<file path="config.mk">
export PLATFORM = sky130hd
export DESIGN_NAME = flash_fetch_ecc_prefetch
export DESIGN_NICKNAME = d
export VERILOG_FILES = /design/src/flash_fetch_pkg.sv /design/src/flash_fetch_ecc_prefetch.sv /design/src/flash_ecc_check.sv
export SDC_FILE = /design/constraint.sdc
export NUM_CORES = 1
export LEC_CHECK = 0
export BUFFER_PORTS_ARGS = -buffer_cell sky130_fd_sc_hd__buf_2
export CORE_MARGIN = 2
export CORE_UTILIZATION = 56
export CTS_BUF_LIST = sky130_fd_sc_hd__clkbuf_16
export DETAILED_ROUTE_END_ITERATION = 6
export MAX_ROUTING_LAYER = met4
export PLACE_DENSITY_LB_ADDON = 0.2
export SLEW_MARGIN = 0
export SYNTH_ARGS = -nofsm -noshare
export SYNTH_HDL_FRONTEND = slang
export SYNTH_SLANG_ARGS = --single-unit
</file>
<file path="constraint.sdc">
create_clock -name clk_sys -period 8.37 [get_ports clk_sys]
set_input_delay 2.0925 -clock clk_sys [delete_from_list [all_inputs] [get_ports clk_sys]]
set_output_delay 2.0925 -clock clk_sys [all_outputs]
set_load 0.02 [all_outputs]
</file>
<file path="src/flash_fetch_pkg.sv">
/*
 * shared constants, carrier structs and state codes for the flash read path.
 * assumes a 39-bit stored codeword: bit 0 overall parity, bits 1..38 hamming.
 */
// What this block does
// RL1: a corrected single-bit flash error raises the single-bit-error interrupt
// RL2: after the handler, the faulting instruction is fetched from flash again normally
// RL3: error limit 0 means every repeated single-bit error interrupts again
// RL4: only instruction fetch errors lead to the refetch loop, never data reads
// RL5: error limit comes out of reset at zero
// RL6: software sets error limit to one or more before trusting the interrupt
// RL7: three wait states with prefetch on add no extra one-cycle stall
// RL8: one or two wait states with prefetch on add no extra stall
// RL9: fast-branch instructions are delivered correctly through the prefetch path
// RL10: a single-bit error still returns the corrected word to the requester
`default_nettype none

package flash_fetch_pkg;

    // ---------------------------------------------------------------
    // widths and reset values
    // ---------------------------------------------------------------
    localparam int          DATA_W    = 32;
    localparam int          CODE_W    = 39;
    localparam int          SYN_W     = 6;
    localparam int unsigned LIMIT_RST = 0;

    // ---------------------------------------------------------------
    // carriers and states
    // ---------------------------------------------------------------
    typedef struct packed {
        logic [DATA_W-1:0] data;
        logic              sbe;
        logic              dbe;
    } ecc_result_t;

    typedef struct packed {
        logic              valid;
        logic              fetch;
        logic              sbe;
        logic              dbe;
        logic [DATA_W-1:0] data;
    } rsp_t;

    typedef enum logic [1:0] {
        ST_IDLE = 2'b01,
        ST_WAIT = 2'b10
    } state_t;

endpackage : flash_fetch_pkg

`default_nettype wire

</file>
<file path="src/flash_fetch_ecc_prefetch.sv">
/*
 * flash read path: demand reads, one-word prefetch, ecc and error limit.
 * assumes the flash array holds flash_code valid on the last cycle of an
 * access of wait_states+1 cycles with flash_addr held; one request at a time.
 */
`timescale 1ns/1ns
`default_nettype none

module flash_fetch_ecc_prefetch
    import flash_fetch_pkg::*;
#(
    parameter int ADDR_W = 20,
    parameter int WS_W   = 4,
    parameter int CNT_W  = 16
)
(
    input  wire logic              clk_sys,
    input  wire logic              nrst,
    input  wire logic              req_valid,
    input  wire logic              req_fetch,
    input  wire logic [ADDR_W-1:0] req_addr,
    input  wire logic              fast_branch_insn,
    output logic                   req_ready,
    output rsp_t                   rsp,
    output logic                   sbe_irq,
    output logic                   sbe_fetch,
    output logic                   flash_req,
    output logic [ADDR_W-1:0]      flash_addr,
    input  wire logic [CODE_W-1:0] flash_code,
    input  wire logic [WS_W-1:0]   wait_states,
    input  wire logic              prefetch_en,
    input  wire logic              limit_wr,
    input  wire logic [CNT_W-1:0]  limit_wdata
);

    // ---------------------------------------------------------------
    // state
    // ---------------------------------------------------------------
    state_t             state;
    logic [ADDR_W-1:0]  want_addr;
    logic               want_fetch;
    logic [WS_W-1:0]    acc_cnt;
    logic               acc_pf;
    logic               pf_valid;
    logic [ADDR_W-1:0]  pf_addr;
    ecc_result_t        pf_res;
    ecc_result_t        ecc_res;
    logic [CNT_W-1:0]   err_cnt;
    logic [CNT_W-1:0]   err_limit;

    flash_ecc_check u_ecc (
        .code   (flash_code),
        .result (ecc_res)
    );

    // ---------------------------------------------------------------
    // decisions
    // ---------------------------------------------------------------
    logic              take;
    logic              seq_ok;
    logic              acc_done;
    logic              buf_hit;
    logic              live_hit;
    logic              fly_hit;
    logic              hit;
    logic              miss;
    logic              done_demand;
    logic              deliver;
    ecc_result_t       dres;
    logic              dfetch;
    logic [ADDR_W-1:0] daddr;
    logic              start_pf;
    state_t            next_state;

    always_comb
    begin
        take        = req_valid && req_ready;
        // a fast branch never trusts the speculative word
        seq_ok      = req_fetch && !fast_branch_insn;   // see RL9
        acc_done    = flash_req && acc_cnt == '0;
        buf_hit     = seq_ok && pf_valid && pf_addr == req_addr;
        live_hit    = seq_ok && acc_done && acc_pf && flash_addr == req_addr;
        // an in-flight prefetch is adopted, so the wait is only what is left
        fly_hit     = seq_ok && flash_req && acc_pf && acc_cnt != '0
                      && flash_addr == req_addr;   // see RL7 RL8
        hit         = take && (buf_hit || live_hit);
        miss        = take && !buf_hit && !live_hit && !fly_hit;
        done_demand = state == ST_WAIT && acc_done;
        deliver     = hit || done_demand;
        dres        = (hit && buf_hit) ? pf_res : ecc_res;
        dfetch      = hit ? 1'b1 : want_fetch;
        daddr       = hit ? req_addr : want_addr;
        // no speculation past a flawed fetch: the refetch starts clean
        start_pf    = deliver && dfetch && prefetch_en && !dres.sbe;   // see RL2 RL4
        next_state  = state;
        case (state)
            ST_IDLE: if (take && !hit) next_state = ST_WAIT;
            ST_WAIT: if (done_demand)  next_state = ST_IDLE;
            default: next_state = ST_IDLE;
        endcase
    end

    // ---------------------------------------------------------------
    // request side
    // ---------------------------------------------------------------
    always_ff @(posedge clk_sys or negedge nrst)
    begin
        if (!nrst)
        begin
            state      <= ST_IDLE;
            req_ready  <= 1'b0;
            want_addr  <= '0;
            want_fetch <= 1'b0;
        end
        else
        begin
            state     <= next_state;
            req_ready <= next_state == ST_IDLE;
            if (take)
            begin
                want_addr  <= req_addr;
                want_fetch <= req_fetch;
            end
        end
    end

    // ---------------------------------------------------------------
    // flash access engine
    // ---------------------------------------------------------------
    always_ff @(posedge clk_sys or negedge nrst)
    begin
        if (!nrst)
        begin
            flash_req  <= 1'b0;
            flash_addr <= '0;
            acc_cnt    <= '0;
            acc_pf     <= 1'b0;
        end
        else if (miss)
        begin
            // a miss aborts speculation; the access lasts exactly wait_states+1 cycles
            flash_req  <= 1'b1;
            flash_addr <= req_addr;
            acc_cnt    <= wait_states;   // see RL7 RL8 RL9
            acc_pf     <= 1'b0;
        end
        else if (take && fly_hit)
        begin
            // the adopting edge still counts down, or it costs a stall cycle
            acc_pf  <= 1'b0;
            acc_cnt <= acc_cnt - 1'b1;   // see RL7 RL8
        end
        else if (start_pf)
        begin
            flash_req  <= 1'b1;
            flash_addr <= daddr + 1'b1;
            acc_cnt    <= wait_states;
            acc_pf     <= 1'b1;
        end
        else if (acc_done)
            flash_req <= 1'b0;
        else if (flash_req)
            acc_cnt <= acc_cnt - 1'b1;
    end

    // ---------------------------------------------------------------
    // prefetch buffer
    // ---------------------------------------------------------------
    always_ff @(posedge clk_sys or negedge nrst)
    begin
        if (!nrst)
        begin
            pf_valid <= 1'b0;
            pf_addr  <= '0;
            pf_res   <= '0;
        end
        else if (take && req_fetch && fast_branch_insn)
            pf_valid <= 1'b0;   // see RL9
        else if (hit && buf_hit)
            pf_valid <= 1'b0;
        else if (deliver && dfetch && dres.sbe)
            pf_valid <= 1'b0;   // see RL2
        else if (acc_done && acc_pf && !hit)
        begin
            pf_valid <= 1'b1;
            pf_addr  <= flash_addr;
            pf_res   <= ecc_res;
        end
    end

    // ---------------------------------------------------------------
    // response
    // ---------------------------------------------------------------
    always_ff @(posedge clk_sys or negedge nrst)
    begin
        if (!nrst)
            rsp <= '0;
        else
        begin
            rsp.valid <= deliver;
            if (deliver)
            begin
                rsp.fetch <= dfetch;
                rsp.sbe   <= dres.sbe;
                rsp.dbe   <= dres.dbe;
                rsp.data  <= dres.data;   // see RL10
            end
        end
    end

    // ---------------------------------------------------------------
    // error limit and interrupt
    // ---------------------------------------------------------------
    always_ff @(posedge clk_sys or negedge nrst)
    begin
        if (!nrst)
            err_limit <= CNT_W'(LIMIT_RST);   // see RL5
        else if (limit_wr)
            err_limit <= limit_wdata;
    end

    // limit 0 fires on every error, so a flawed fetch loops forever
    always_ff @(posedge clk_sys or negedge nrst)
    begin
        if (!nrst)
        begin
            err_cnt   <= '0;
            sbe_irq   <= 1'b0;
            sbe_fetch <= 1'b0;
        end
        else
        begin
            sbe_irq <= 1'b0;
            if (deliver && dres.sbe)
            begin
                if (err_cnt >= err_limit)
                begin
                    sbe_irq   <= 1'b1;   // see RL1 RL3
                    sbe_fetch <= dfetch;   // see RL4
                    err_cnt   <= '0;
                end
                else
                    err_cnt <= err_cnt + 1'b1;
            end
        end
    end

    // ---------------------------------------------------------------
    // checks
    // ---------------------------------------------------------------
    logic [WS_W:0] wait_cyc;
    logic [WS_W:0] ws_seen;

    always_ff @(posedge clk_sys or negedge nrst)
    begin
        if (!nrst)
        begin
            wait_cyc <= '0;
            ws_seen  <= '0;
        end
        else
        begin
            wait_cyc <= (state == ST_WAIT) ? wait_cyc + 1'b1 : '0;
            if (take)
                ws_seen <= {1'b0, wait_states};
        end
    end
endmodule : flash_fetch_ecc_prefetch

`default_nettype wire

</file>
<file path="src/flash_ecc_check.sv">
/*
 * single-error-correct, double-error-detect check of one flash codeword.
 * assumes the codeword layout of the package; purely combinational.
 */
`timescale 1ns/1ns
`default_nettype none

module flash_ecc_check
    import flash_fetch_pkg::*;
(
    input  wire logic [CODE_W-1:0] code,
    output ecc_result_t            result
);

    function automatic logic is_check_pos(input int pos);
        return (pos & (pos - 1)) == 0;
    endfunction : is_check_pos

    logic [SYN_W-1:0]  syn;
    logic              par;
    logic [CODE_W-1:0] fixed;

    always_comb
    begin
        int k;
        k     = 0;
        syn   = '0;
        for (int i = 1; i < CODE_W; i++)
        begin
            if (code[i])
                syn = syn ^ SYN_W'(i);
        end
        par   = ^code;
        fixed = code;
        // syndrome 0 with bad parity is the parity bit itself, data is clean
        if (par && syn != '0 && int'(syn) < CODE_W)
            fixed[syn] = ~fixed[syn];   // see RL10
        result.data = '0;
        for (int i = 3; i < CODE_W; i++)
        begin
            if (!is_check_pos(i))
            begin
                result.data[k] = fixed[i];
                k = k + 1;
            end
        end
        result.sbe = par && int'(syn) < CODE_W;   // see RL1
        result.dbe = (!par && syn != '0) || (par && int'(syn) >= CODE_W);
    end

endmodule : flash_ecc_check

`default_nettype wire

</file>
==> impl_metrics.tcl, run 1 <==
set metrics [dict create \
    avgViaCountPerCell 6.169 \
    p_leak_nw 6.181 \
    critical_path_arrival_ps 6220 \
    gp_congestion 0.9588 \
    cts_setup_buffers 0 \
    antenna_found_initial 0 \
    clock_latency_ps 440 \
    synth_top_family_by_area "simple AND/OR/NAND/NOR gates" \
    io_buffers 145 \
    synth_nets 1429 \
    firstDrtPassIters 5 \
    post-dp-hpwl_um 23400 \
    root_buffer "clkbuf_16" \
    hold_class "reg -> reg" \
    place_area_sq_um 12490 \
    drv_slew 0 \
    syn_inst 1321 \
    drc 0 \
    clk_transition_reported_paths_ps 70 \
    vias 10500 \
    min_period_over_period_pct 69.78 \
    synth-async-reset-ratio_pct 100.0 \
    ys.flop_type "dfrtp_1" \
    htreeDepth 4 \
    r2r_slack_ps 3940 \
    gr-total-overflow 0 \
    synth_area_sq_um 11640 \
    avgSynthCellArea_sq_um 8.812 \
    drtAntennaViolNets 0 \
    numCtsBuffers 17 \
    synth_xor_area_share_pct 11.47 \
    grt_pass1_wl_um 52990 \
    core_area_sq_um 20300 \
    slew_headroom_pct 28.63 \
    yosys.area_share.simple_pct 19.54 \
    drv_cap 0 \
    p_per_area_nw_per_um2 329.2 \
    dp_slack_ps 2159 \
    ir_drop_mv 0.2049 \
    grt_max_degree 100 \
    area_delta_synth_final_pct 12.51 \
    drive_above_1_share_pct 18.72 \
    synth_compound_area_share_pct 19.15 \
    synth_seq_area_share_pct 37.63 \
    cp.required_ps 8750 \
    io_pins 146 \
    worst_hold_path.num_cells 2 \
    worst-path-max-fanout 61 \
    wirelength_um 32730 \
    ys_ff_latch 175 \
    grt_usage_pct 31.14 \
    rr_worst_depth 12 \
    start_util_pct 57.35 \
    fp.dieW_um 148.2 \
    setup_ws_ps 2529 \
    finalHoldViolCount 0 \
    synthAdderAreaFrac_pct 2.365 \
    synth.area.mux_share_pct 5.600 \
    clockBufferDepth 2 \
    crit_path_start_kind "input pin" \
    fin_setup_tns_ps 0 \
    final_util_pct 64.52 \
    worst_pin_slew_ps 1063 \
    setup_viol 0 \
    cts_hold_buf 0 \
    die_area_sq_um 21960 \
    cts.sinks 175 \
    wl_per_cell_um 19.23 \
    die_h_um 148.2 \
    synth_cell_types 74 \
    cp-end-kind "flop" \
    drtIter0Drc 904 \
    cts_tree "yes" \
    layout.nets 1527 \
    run_status "completed" \
    crit_type "in -> reg" \
    synth_edf_count 0 \
    post_cts_resized 0 \
    finalCriticalPeriod_ps 5841 \
    rsz0062_at_grt "no" \
    finalClockSkew_ps 13.17 \
    fmax_ghz 0.1712 \
    final_area_sq_um 13100 \
    diodes 0 \
    yosysWarningCount 0 \
    grt_pass1_vias 10050 \
    rows 52 \
]
## stage by stage
stage               hold slack, ps  cells  total power, mW
floorplan                    439.1   1321            2.903
global placement             456.7   1669            3.427
detailed placement           460.3   1669            3.474
CTS                          476.7   1701            4.294
global route                 495.8   1702            4.575
finish                       475.8   1702            4.312
## report_power, final
| group | switching, mW | internal, mW | total (mW) |
|---|---|---|---|
| sequential | 0.264 | 1.14 | 1.40 |
| combinational | 1.30 | 0.799 | 2.10 |
| clock | 0.388 | 0.426 | 0.813 |
| total | 1.95 | 2.36 | 4.31 |
## kinds of logic after synthesis
| kind of cell | after synthesis |
|---|---|
| and+or+nand+nor | 494 |
| AOI/OAI and AO/OA | 323 |
| DFF | 175 |
| xor gates and xnor gates | 128 |
| buffers and inverters | 118 |
| muxes | 61 |
| adders and majority gates | 22 |
## critical path, cell delays in order
cell	delay [ps]
buf_2	150
xor2_1	170
nand4b_1	180
or4b_2	680
nor4_4	390
and2_2	210
buf_4	480
a221oi_1	100
a21o_1	250
or3_2	590
buf_4	390
a211oi_1	380
a21o_1	130
## cell usage in the layout, fill, tap and decap left out, types with 19 or more instances in the layout
| cell | instances |
|---|---|
| nor3_1 | 25 |
| buf_4 | 19 |
| mux2_2 | 33 |
| a21o_1 | 36 |
| inv_1 | 33 |
| nand3_1 | 51 |
| o21ai_0 | 47 |
| dfrtp_1 | 174 |
| nand2_1 | 212 |
| xnor2_1 | 82 |
| ha_1 | 22 |
| nor2_1 | 89 |
| nand4_1 | 37 |
| xor2_1 | 24 |
| buf_2 | 144 |
| a211oi_1 | 23 |
| a21oi_1 | 85 |
| mux2i_1 | 28 |
## registers in the layout, summed over array words and instances (netlist names), 2 cells and up
signal      cells
pf_addr        20
acc_cnt         4
want_addr      20
rsp            36
err_cnt        16
flash_addr     20
err_limit      16
state           2
pf_res         34
## metal layers
metal | global-route usage, % | up-vias | part of all wire [%]
met5 | - | - | 0
met4 | 10.67 | 0 | 2.5
met3 | 4.724 | 66 | 6.3
met2 | 48.82 | 457 | 48
met1 | 41.71 | 5051 | 43
li1 | - | 4926 | -
## area by class of cell
| cell class | instances | area [sq um] |
|---|---|---|
| fill | 1768 | 7202 |
| clock inverter | 15 | 170.2 |
| multi-input combinational | 1028 | 6785 |
| sequential | 175 | 4380 |
| inverter | 33 | 123.9 |
| timing repair buffer | 164 | 874.6 |
| tap | 270 | 337.8 |
| clock buffer | 17 | 425.4 |
## final timing paths
kind                               from       endpoint
max                        req_addr[14]      pf_res[8]
min                          pf_res[24]     pf_res[24]
max reg2reg                 pf_addr[14]      pf_res[8]
min reg2reg                  pf_res[24]     pf_res[24]
max in group asynchronous          nrst  err_limit[14]
min in group asynchronous          nrst        rsp[16]
## Yosys cell counts, drive strengths merged, types with 3 or more instances
| master | instances | share of area (%) |
|---|---|---|
| a211o | 16 | 1.2 |
| a211oi | 25 | 1.7 |
| a21o | 36 | 2.3 |
| a21oi | 85 | 3.7 |
| a22oi | 7 | 0.45 |
| a311o | 8 | 0.69 |
| a311oi | 13 | 0.98 |
| a31oi | 14 | 0.75 |
| a41oi | 4 | 0.30 |
| and2 | 13 | 0.70 |
| and3 | 11 | 0.59 |
| buf | 36 | 1.6 |
| clkbuf | 49 | 1.6 |
| dfrtp | 174 | 37 |
| ha | 22 | 2.4 |
| inv | 33 | 1.1 |
| mux2 | 33 | 3.2 |
| mux2i | 28 | 2.4 |
| nand2 | 212 | 6.8 |
| nand2b | 8 | 0.43 |
| nand3 | 51 | 2.2 |
| nand4 | 37 | 2.0 |
| nor2 | 90 | 2.9 |
| nor2b | 10 | 0.54 |
| nor3 | 26 | 1.1 |
| nor4 | 18 | 1.1 |
| o2111ai | 7 | 0.53 |
| o211ai | 8 | 0.52 |
| o21a | 7 | 0.45 |
| o21ai | 50 | 2.2 |
| o22a | 4 | 0.30 |
| o31ai | 16 | 1.0 |
| o32ai | 3 | 0.29 |
| o41ai | 3 | 0.29 |
| or3 | 8 | 0.43 |
| xnor2 | 95 | 8.1 |
| xnor3 | 3 | 0.59 |
| xor2 | 28 | 2.4 |
Power figures use the tool's default switching activity.
==> run 2, diff against run 1 <==
CORE_UTILIZATION = 54   (was 56)
clock period = 4.78 ns   (was 8.37 ns; I/O delays follow)
==> impl_metrics.tcl, run 2 (synthesized netlist as in run 1, its figures left out) <==
set metrics [dict create \
    drtIter0Drc 928 \
    drtAntennaViolNets 0 \
    multi_input_area_sq_um 6785 \
    numCtsBuffers 17 \
    path_buf_inv 2 \
    layout_common_cells "212 x nand2_1, 174 x dfrtp_1, 144 x buf_2" \
    grt_usage_pct 31.72 \
    largest_registers "rsp (36), pf_res (34)" \
    cts_tree "yes" \
    hold_class "reg -> reg" \
    clk_transition_reported_paths_ps 70 \
    io_pins 146 \
    drive_above_1_share_pct 20.88 \
    grt_max_degree 110 \
    fp.dieW_um 150.8 \
    worst-path-max-fanout 8 \
    firstDrtPassIters 5 \
    die_area_sq_um 22750 \
    io_buffers 145 \
    switching_share_pct 44.65 \
    htreeDepth 4 \
    drv_cap 0 \
    comb_power_share_pct 50.8 \
    area_delta_synth_final_pct 15.82 \
    n_fill_cell 1830 \
    grt_pass1_vias 10210 \
    final_common_cell "nand2_1" \
    diodes 0 \
    crit_path_start_kind "input pin" \
    finalHoldViolCount 0 \
    crit_family "simple AND/OR/NAND/NOR gates" \
    largest_register_ffs 36 \
    cts_hold_buf 0 \
    finalClockSkew_ps 13.85 \
    crit_type "in -> reg" \
    internal_power_mw 4.325 \
    r2r_end "flash_addr[6]" \
    p_leak_nw 6.428 \
    clockPowerShare_pct 17.7 \
    layout.nets 1570 \
    grt_pass1_wl_um 54900 \
    path_cells "buf_2, xnor2_1, nand4b_1, or4b_2, nor4_4, o21a_1, nand2_1, nand2_1, ha_1, inv_1, nor4b_1, a211oi_1, o22ai_1, o21ai_0" \
    reg2reg_from "pf_addr[6]" \
    die_h_um 150.8 \
    root_buffer "clkbuf_16" \
    rsz0062_at_grt "no" \
    cp.depth 14 \
    wl_per_cell_um 19.55 \
    avgViaCountPerCell 6.165 \
    gp_congestion 1.020 \
    fmax_ghz 0.2296 \
    start_util_pct 55.20 \
    drc 0 \
    cts.sinks 175 \
    cp-end-kind "flop" \
    run_status "completed" \
    p_per_area_nw_per_um2 579.5 \
    rr_worst_depth 13 \
    critPathMostFrequentCell "nand2_1" \
    p_seq_share_pct 31.5 \
    fin_setup_tns_ps 0 \
    hold_path_startpoint "pf_res[24]" \
    cp_slowest_cell "or4b_2" \
    regMostFlops "rsp" \
    post_cts_resized 0 \
    wirelength_um 34210 \
    final_util_pct 63.94 \
    ff_latch_area_sq_um 4380 \
    rows 53 \
    antenna_found_initial 0 \
    clockBufferDepth 2 \
    ir_drop_mv 0.3193 \
    worst_hold_path.num_cells 2 \
    min_period_over_period_pct 91.14 \
    worst_pin_slew_ps 1042 \
    vias 10790 \
    clock_latency_ps 440 \
    cp.required_ps 5090 \
    max_stage_delay_ps 680 \
    critical_path_arrival_ps 4670 \
    post-dp-hpwl_um 25450 \
    core_area_sq_um 21090 \
    cts_setup_buffers 0 \
    setup_viol 0 \
    switchingPower_mw 3.489 \
    gr-total-overflow 0 \
    drv_slew 0 \
    r2r_slack_ps 900 \
    holdPathEnd "pf_res[24]" \
    slew_headroom_pct 30.56 \
    finalCriticalPeriod_ps 4356 \
]
run 2: power groups by stage:
stage               Sequential [mW]  Clock (mW)  Combinational, mW
global placement               2.47           0               3.86
global route                   2.53        1.45               4.31
floorplan                      2.58           0               2.51
CTS                            2.45        1.40               3.93
detailed placement             2.47           0               3.91
finish                         2.46        1.39               3.97
run 2: how the worst max path moves through the flow:
stage | from | end | slack [ps]
detailed placement | flash_code[23] | pf_addr[8] | 20
floorplan | req_addr[15] | flash_addr[16] | 90
CTS | flash_code[23] | pf_res[21] | 460
finish | req_addr[7] | flash_addr[6] | 420
global route | req_addr[9] | flash_addr[6] | 220
global placement | req_addr[7] | flash_addr[6] | 50
run 2: final cells by class:
| type | instances | area share, % |
|---|---|---|
| Clock buffer | 17 | 3.155 |
| Clock inverter | 15 | 1.030 |
| Inverter | 33 | 0.9187 |
| Multi-Input combinational cell | 1028 | 50.32 |
| Sequential cell | 175 | 32.49 |
| Tap cell | 275 | 2.552 |
| Timing Repair Buffer | 207 | 9.530 |
run 2: metrics by stage:
| step | cells | hold slack [ps] | total power [mW] | setup WS, ps | area (sq um) |
|---|---|---|---|---|---|
| 2_1_floorplan | 1321 | 439.1 | 5.085 | 90.47 | 11640 |
| 6_report | 1750 | 473.1 | 7.814 | 423.7 | 13480 |
| 3_5_place_dp | 1718 | 456.9 | 6.385 | 19.91 | 12920 |
| 3_3_place_gp | 1718 | 452.8 | 6.329 | 51.70 | 12920 |
| 5_1_grt | 1750 | 496.6 | 8.296 | 219.5 | 13480 |
| 4_1_cts | 1750 | 472.0 | 7.786 | 457.7 | 13480 |
run 2: tightest hold or removal path, cell delays in order (launching register included):
cell     delay, ps
dfrtp_1        340
nand2_1         50
nand2_1         50
run 2: routing by layer:
| layer | GRT usage [%] | wire (um) | up-vias |
|---|---|---|---|
| li1 | - | - | 5013 |
| met1 | 44.94 | 15590 | 5298 |
| met2 | 49.05 | 15910 | 427 |
| met3 | 3.313 | 2035 | 50 |
| met4 | 8.318 | 665 | 0 |
| met5 | - | 0 | - |
==> run 3, diff against run 2 <==
ABC_AREA = 1   (was unset)
clock period = 4 ns   (was 4.78 ns; I/O delays follow)
==> impl_metrics.tcl, run 3 <==
set metrics [dict create \
    synth_nets 1882 \
    synth_compound_area_share_pct 9.935 \
    holdPathEnd "rsp[11]" \
    hold_class "reg -> reg" \
    grt_pass1_vias 11210 \
    synth-async-reset-ratio_pct 100.0 \
    vias 11970 \
    switching_share_pct 44.72 \
    p_leak_nw 7.703 \
    synth.area.top_cells "dfrtp_1 37%, nand2_1 21%, inv_1 6.0%, nor2_1 5.9%, o21ai_0 5.1%" \
    drv_slew 0 \
    synthAdderAreaFrac_pct 2.343 \
    synth_cell_types 51 \
    core_area_sq_um 21220 \
    grt_max_degree 74 \
    n_fill_cell 1959 \
    cts_tree "yes" \
    drtAntennaViolNets 0 \
    post_cts_resized 0 \
    rsz0062_at_grt "no" \
    rr_worst_depth 22 \
    final_common_cell "nand2_1" \
    hold_path_startpoint "rsp[11]" \
    ff_latch_area_sq_um 4380 \
    finalCriticalPeriod_ps 3684 \
    ys.flop_type "dfrtp_1" \
    grtUsageMet3_pct 3.563 \
    setup_viol 0 \
    synth_area_sq_um 11750 \
    synth_edf_count 0 \
    cts_hold_buf 0 \
    layout_common_cells "664 x nand2_1, 188 x inv_1, 185 x nor2_1" \
    cp-end-kind "flop" \
    synth_top_family_by_area "simple AND/OR/NAND/NOR gates" \
    grt_usage_pct 32.64 \
    met2_usage_pct 53.46 \
    io_buffers 145 \
    clk_transition_reported_paths_ps 70 \
    syn_inst 1774 \
    drv_cap 0 \
    grt_pass1_wl_um 56900 \
    worst-path-max-fanout 13 \
    avgSynthCellArea_sq_um 6.623 \
    p_per_area_nw_per_um2 596.3 \
    top_usage_layer "met2" \
    yosysTopAreaCellShare_pct 37.06 \
    synth_xor_area_share_pct 5.175 \
    drive_above_1_share_pct 16.56 \
    root_buffer "clkbuf_16" \
    fp.dieW_um 151.5 \
    synthTopCellsByCount "664 x nand2_1, 188 x inv_1, 185 x nor2_1" \
    placed_cells 2230 \
    numCtsBuffers 17 \
    crit_path_start_kind "input pin" \
    reg2reg_from "flash_addr[11]" \
    gr-total-overflow 0 \
    clockBufferDepth 2 \
    avgViaCountPerCell 5.289 \
    io_pins 146 \
    comb_power_share_pct 45.8 \
    fmax_ghz 0.2714 \
    multi_input_area_sq_um 6367 \
    worst_hold_path.num_cells 2 \
    finalClockSkew_ps 18.43 \
    wl_per_cell_um 15.59 \
    finalHoldViolCount 0 \
    r2r_slack_ps 660 \
    worst_pin_slew_ps 720.4 \
    critical_path_arrival_ps 4050 \
    antenna_found_initial 0 \
    switchingPower_mw 3.714 \
    p_seq_share_pct 34.0 \
    clock_latency_ps 440 \
    ys_ff_latch 175 \
    clockPowerShare_pct 20.2 \
    firstDrtPassIters 6 \
    die_area_sq_um 22960 \
    cp.required_ps 4370 \
    die_h_um 151.5 \
    synth.area.mux_share_pct 0.1917 \
    layout.nets 2082 \
    start_util_pct 55.37 \
    yosysWarningCount 0 \
    rows 53 \
    grtUsageMet1_pct 42.98 \
    fin_cells 2263 \
    ir_drop_mv 0.3775 \
    wirelength_um 35270 \
    synth_largest_area_cell "dfrtp_1" \
    largest_registers "rsp (36), pf_res (34)" \
    yosys.area_share.simple_pct 36.48 \
    cts_setup_buffers 0 \
    min_period_over_period_pct 92.11 \
    htreeDepth 4 \
    cts.sinks 175 \
    synth.most_common_cell "nand2_1" \
    fin_setup_tns_ps 0 \
    area_delta_synth_final_pct 18.52 \
    drc 0 \
    crit_type "in -> reg" \
    drtIter0Drc 856 \
    synth_seq_area_share_pct 37.28 \
    r2r_end "flash_addr[8]" \
    post-dp-hpwl_um 27200 \
    slew_headroom_pct 51.97 \
    gp_congestion 1.033 \
    internal_power_mw 4.590 \
    run_status "completed" \
    largest_register_ffs 36 \
    regMostFlops "rsp" \
]
==> run 3: changes by cell type after synthesis, sizes merged, moves of 28 or more <==
| cell | previous run | this run |
|---|---|---|
| xnor2 | 95 | 34 |
| inv | 33 | 198 |
| mux2 | 33 | 2 |
| o21ai | 50 | 168 |
| nand2 | 212 | 683 |
| mux2i | 28 | 0 |
| nor2 | 90 | 195 |
| nand3 | 51 | 95 |
| a21o | 36 | 0 |
| a21oi | 85 | 28 |
==> run 3: power groups by stage <==
stage / combinational (mW) / sequential (mW) / clock (mW)
global placement: 3.71 / 2.82 / 0
finish: 3.80 / 2.82 / 1.68
global route: 4.26 / 2.90 / 1.78
floorplan: 2.15 / 3.10 / 0
detailed placement: 3.77 / 2.84 / 0
CTS: 3.79 / 2.82 / 1.71
==> run 3: worst max-delay path by stage <==
stage	endpoint	slack [ps]	start	cells after the start
global placement	rsp[15]	7	flash_code[23]	28
global route	rsp[2]	10	flash_code[23]	27
CTS	rsp[0]	400	flash_code[23]	27
floorplan	flash_addr[10]	580	req_addr[3]	17
detailed placement	rsp[0]	-40	flash_code[23]	27
finish	rsp[0]	320	flash_code[23]	27
==> run 3: final cells by class <==
| cell class | instances | area share, % |
|---|---|---|
| timing repair buffer | 235 | 10.65 |
| antenna | 1 | 0.01797 |
| sequential | 175 | 31.46 |
| clock inverter | 15 | 1.222 |
| inverter | 200 | 5.409 |
| multi-input combinational | 1345 | 45.72 |
| tap | 275 | 2.471 |
| clock buffer | 17 | 3.055 |
==> run 3: cell families after synthesis <==
| logic type | after synthesis |
|---|---|
| AO/OA/AOI/OAI | 220 |
| XOR/XNOR | 66 |
| adder cells (fa/ha/maj) | 22 |
| buffers and inverters | 254 |
| flip-flops | 175 |
| multiplexers | 2 |
| AND/OR/NAND/NOR | 1035 |
==> run 3: layer usage <==
metal,vias up,share of wire [%]
li1,5964,-
met1,5495,44
met2,439,47
met3,71,6.2
met4,0,2.7
met5,-,0
==> run 3: metrics by stage <==
| stage | utilization [%] | area, sq um | hold slack (ps) | total power, mW | setup WS, ps |
|---|---|---|---|---|---|
| 4_1_cts | 65.61 | 13920 | 478.6 | 8.309 | 403.4 |
| 2_1_floorplan | - | 11750 | 449.3 | 5.253 | 582.1 |
| 6_report | 65.63 | 13930 | 472.3 | 8.303 | 315.7 |
| 3_3_place_gp | 62.81 | 13330 | 457.6 | 6.530 | 6.694 |
| 3_5_place_dp | 62.81 | 13330 | 459.5 | 6.610 | -42.96 |
| 5_1_grt | 65.61 | 13920 | 494.6 | 8.937 | 14.03 |
==> run 3: critical path, stage by stage <==
cell and delay (ps):
buf_2 150, inv_1 180, nand2_1 70, nand2_1 90
nor2_1 50, nor2_1 180, nand2_1 100, nand3_1 110
nand2_1 60, nand2_1 90, nand2_1 90, nand2_1 90
nand2_2 200, nor2_2 370, nand2_1 90, nand2_1 110
nor2_1 60, nand3_1 80, nand3_1 80, nand2_1 80
nand2_2 120, buf_4 210, nand2_1 70, nand2_1 110
nand2_1 80, nand2_1 60, nand2_1 50
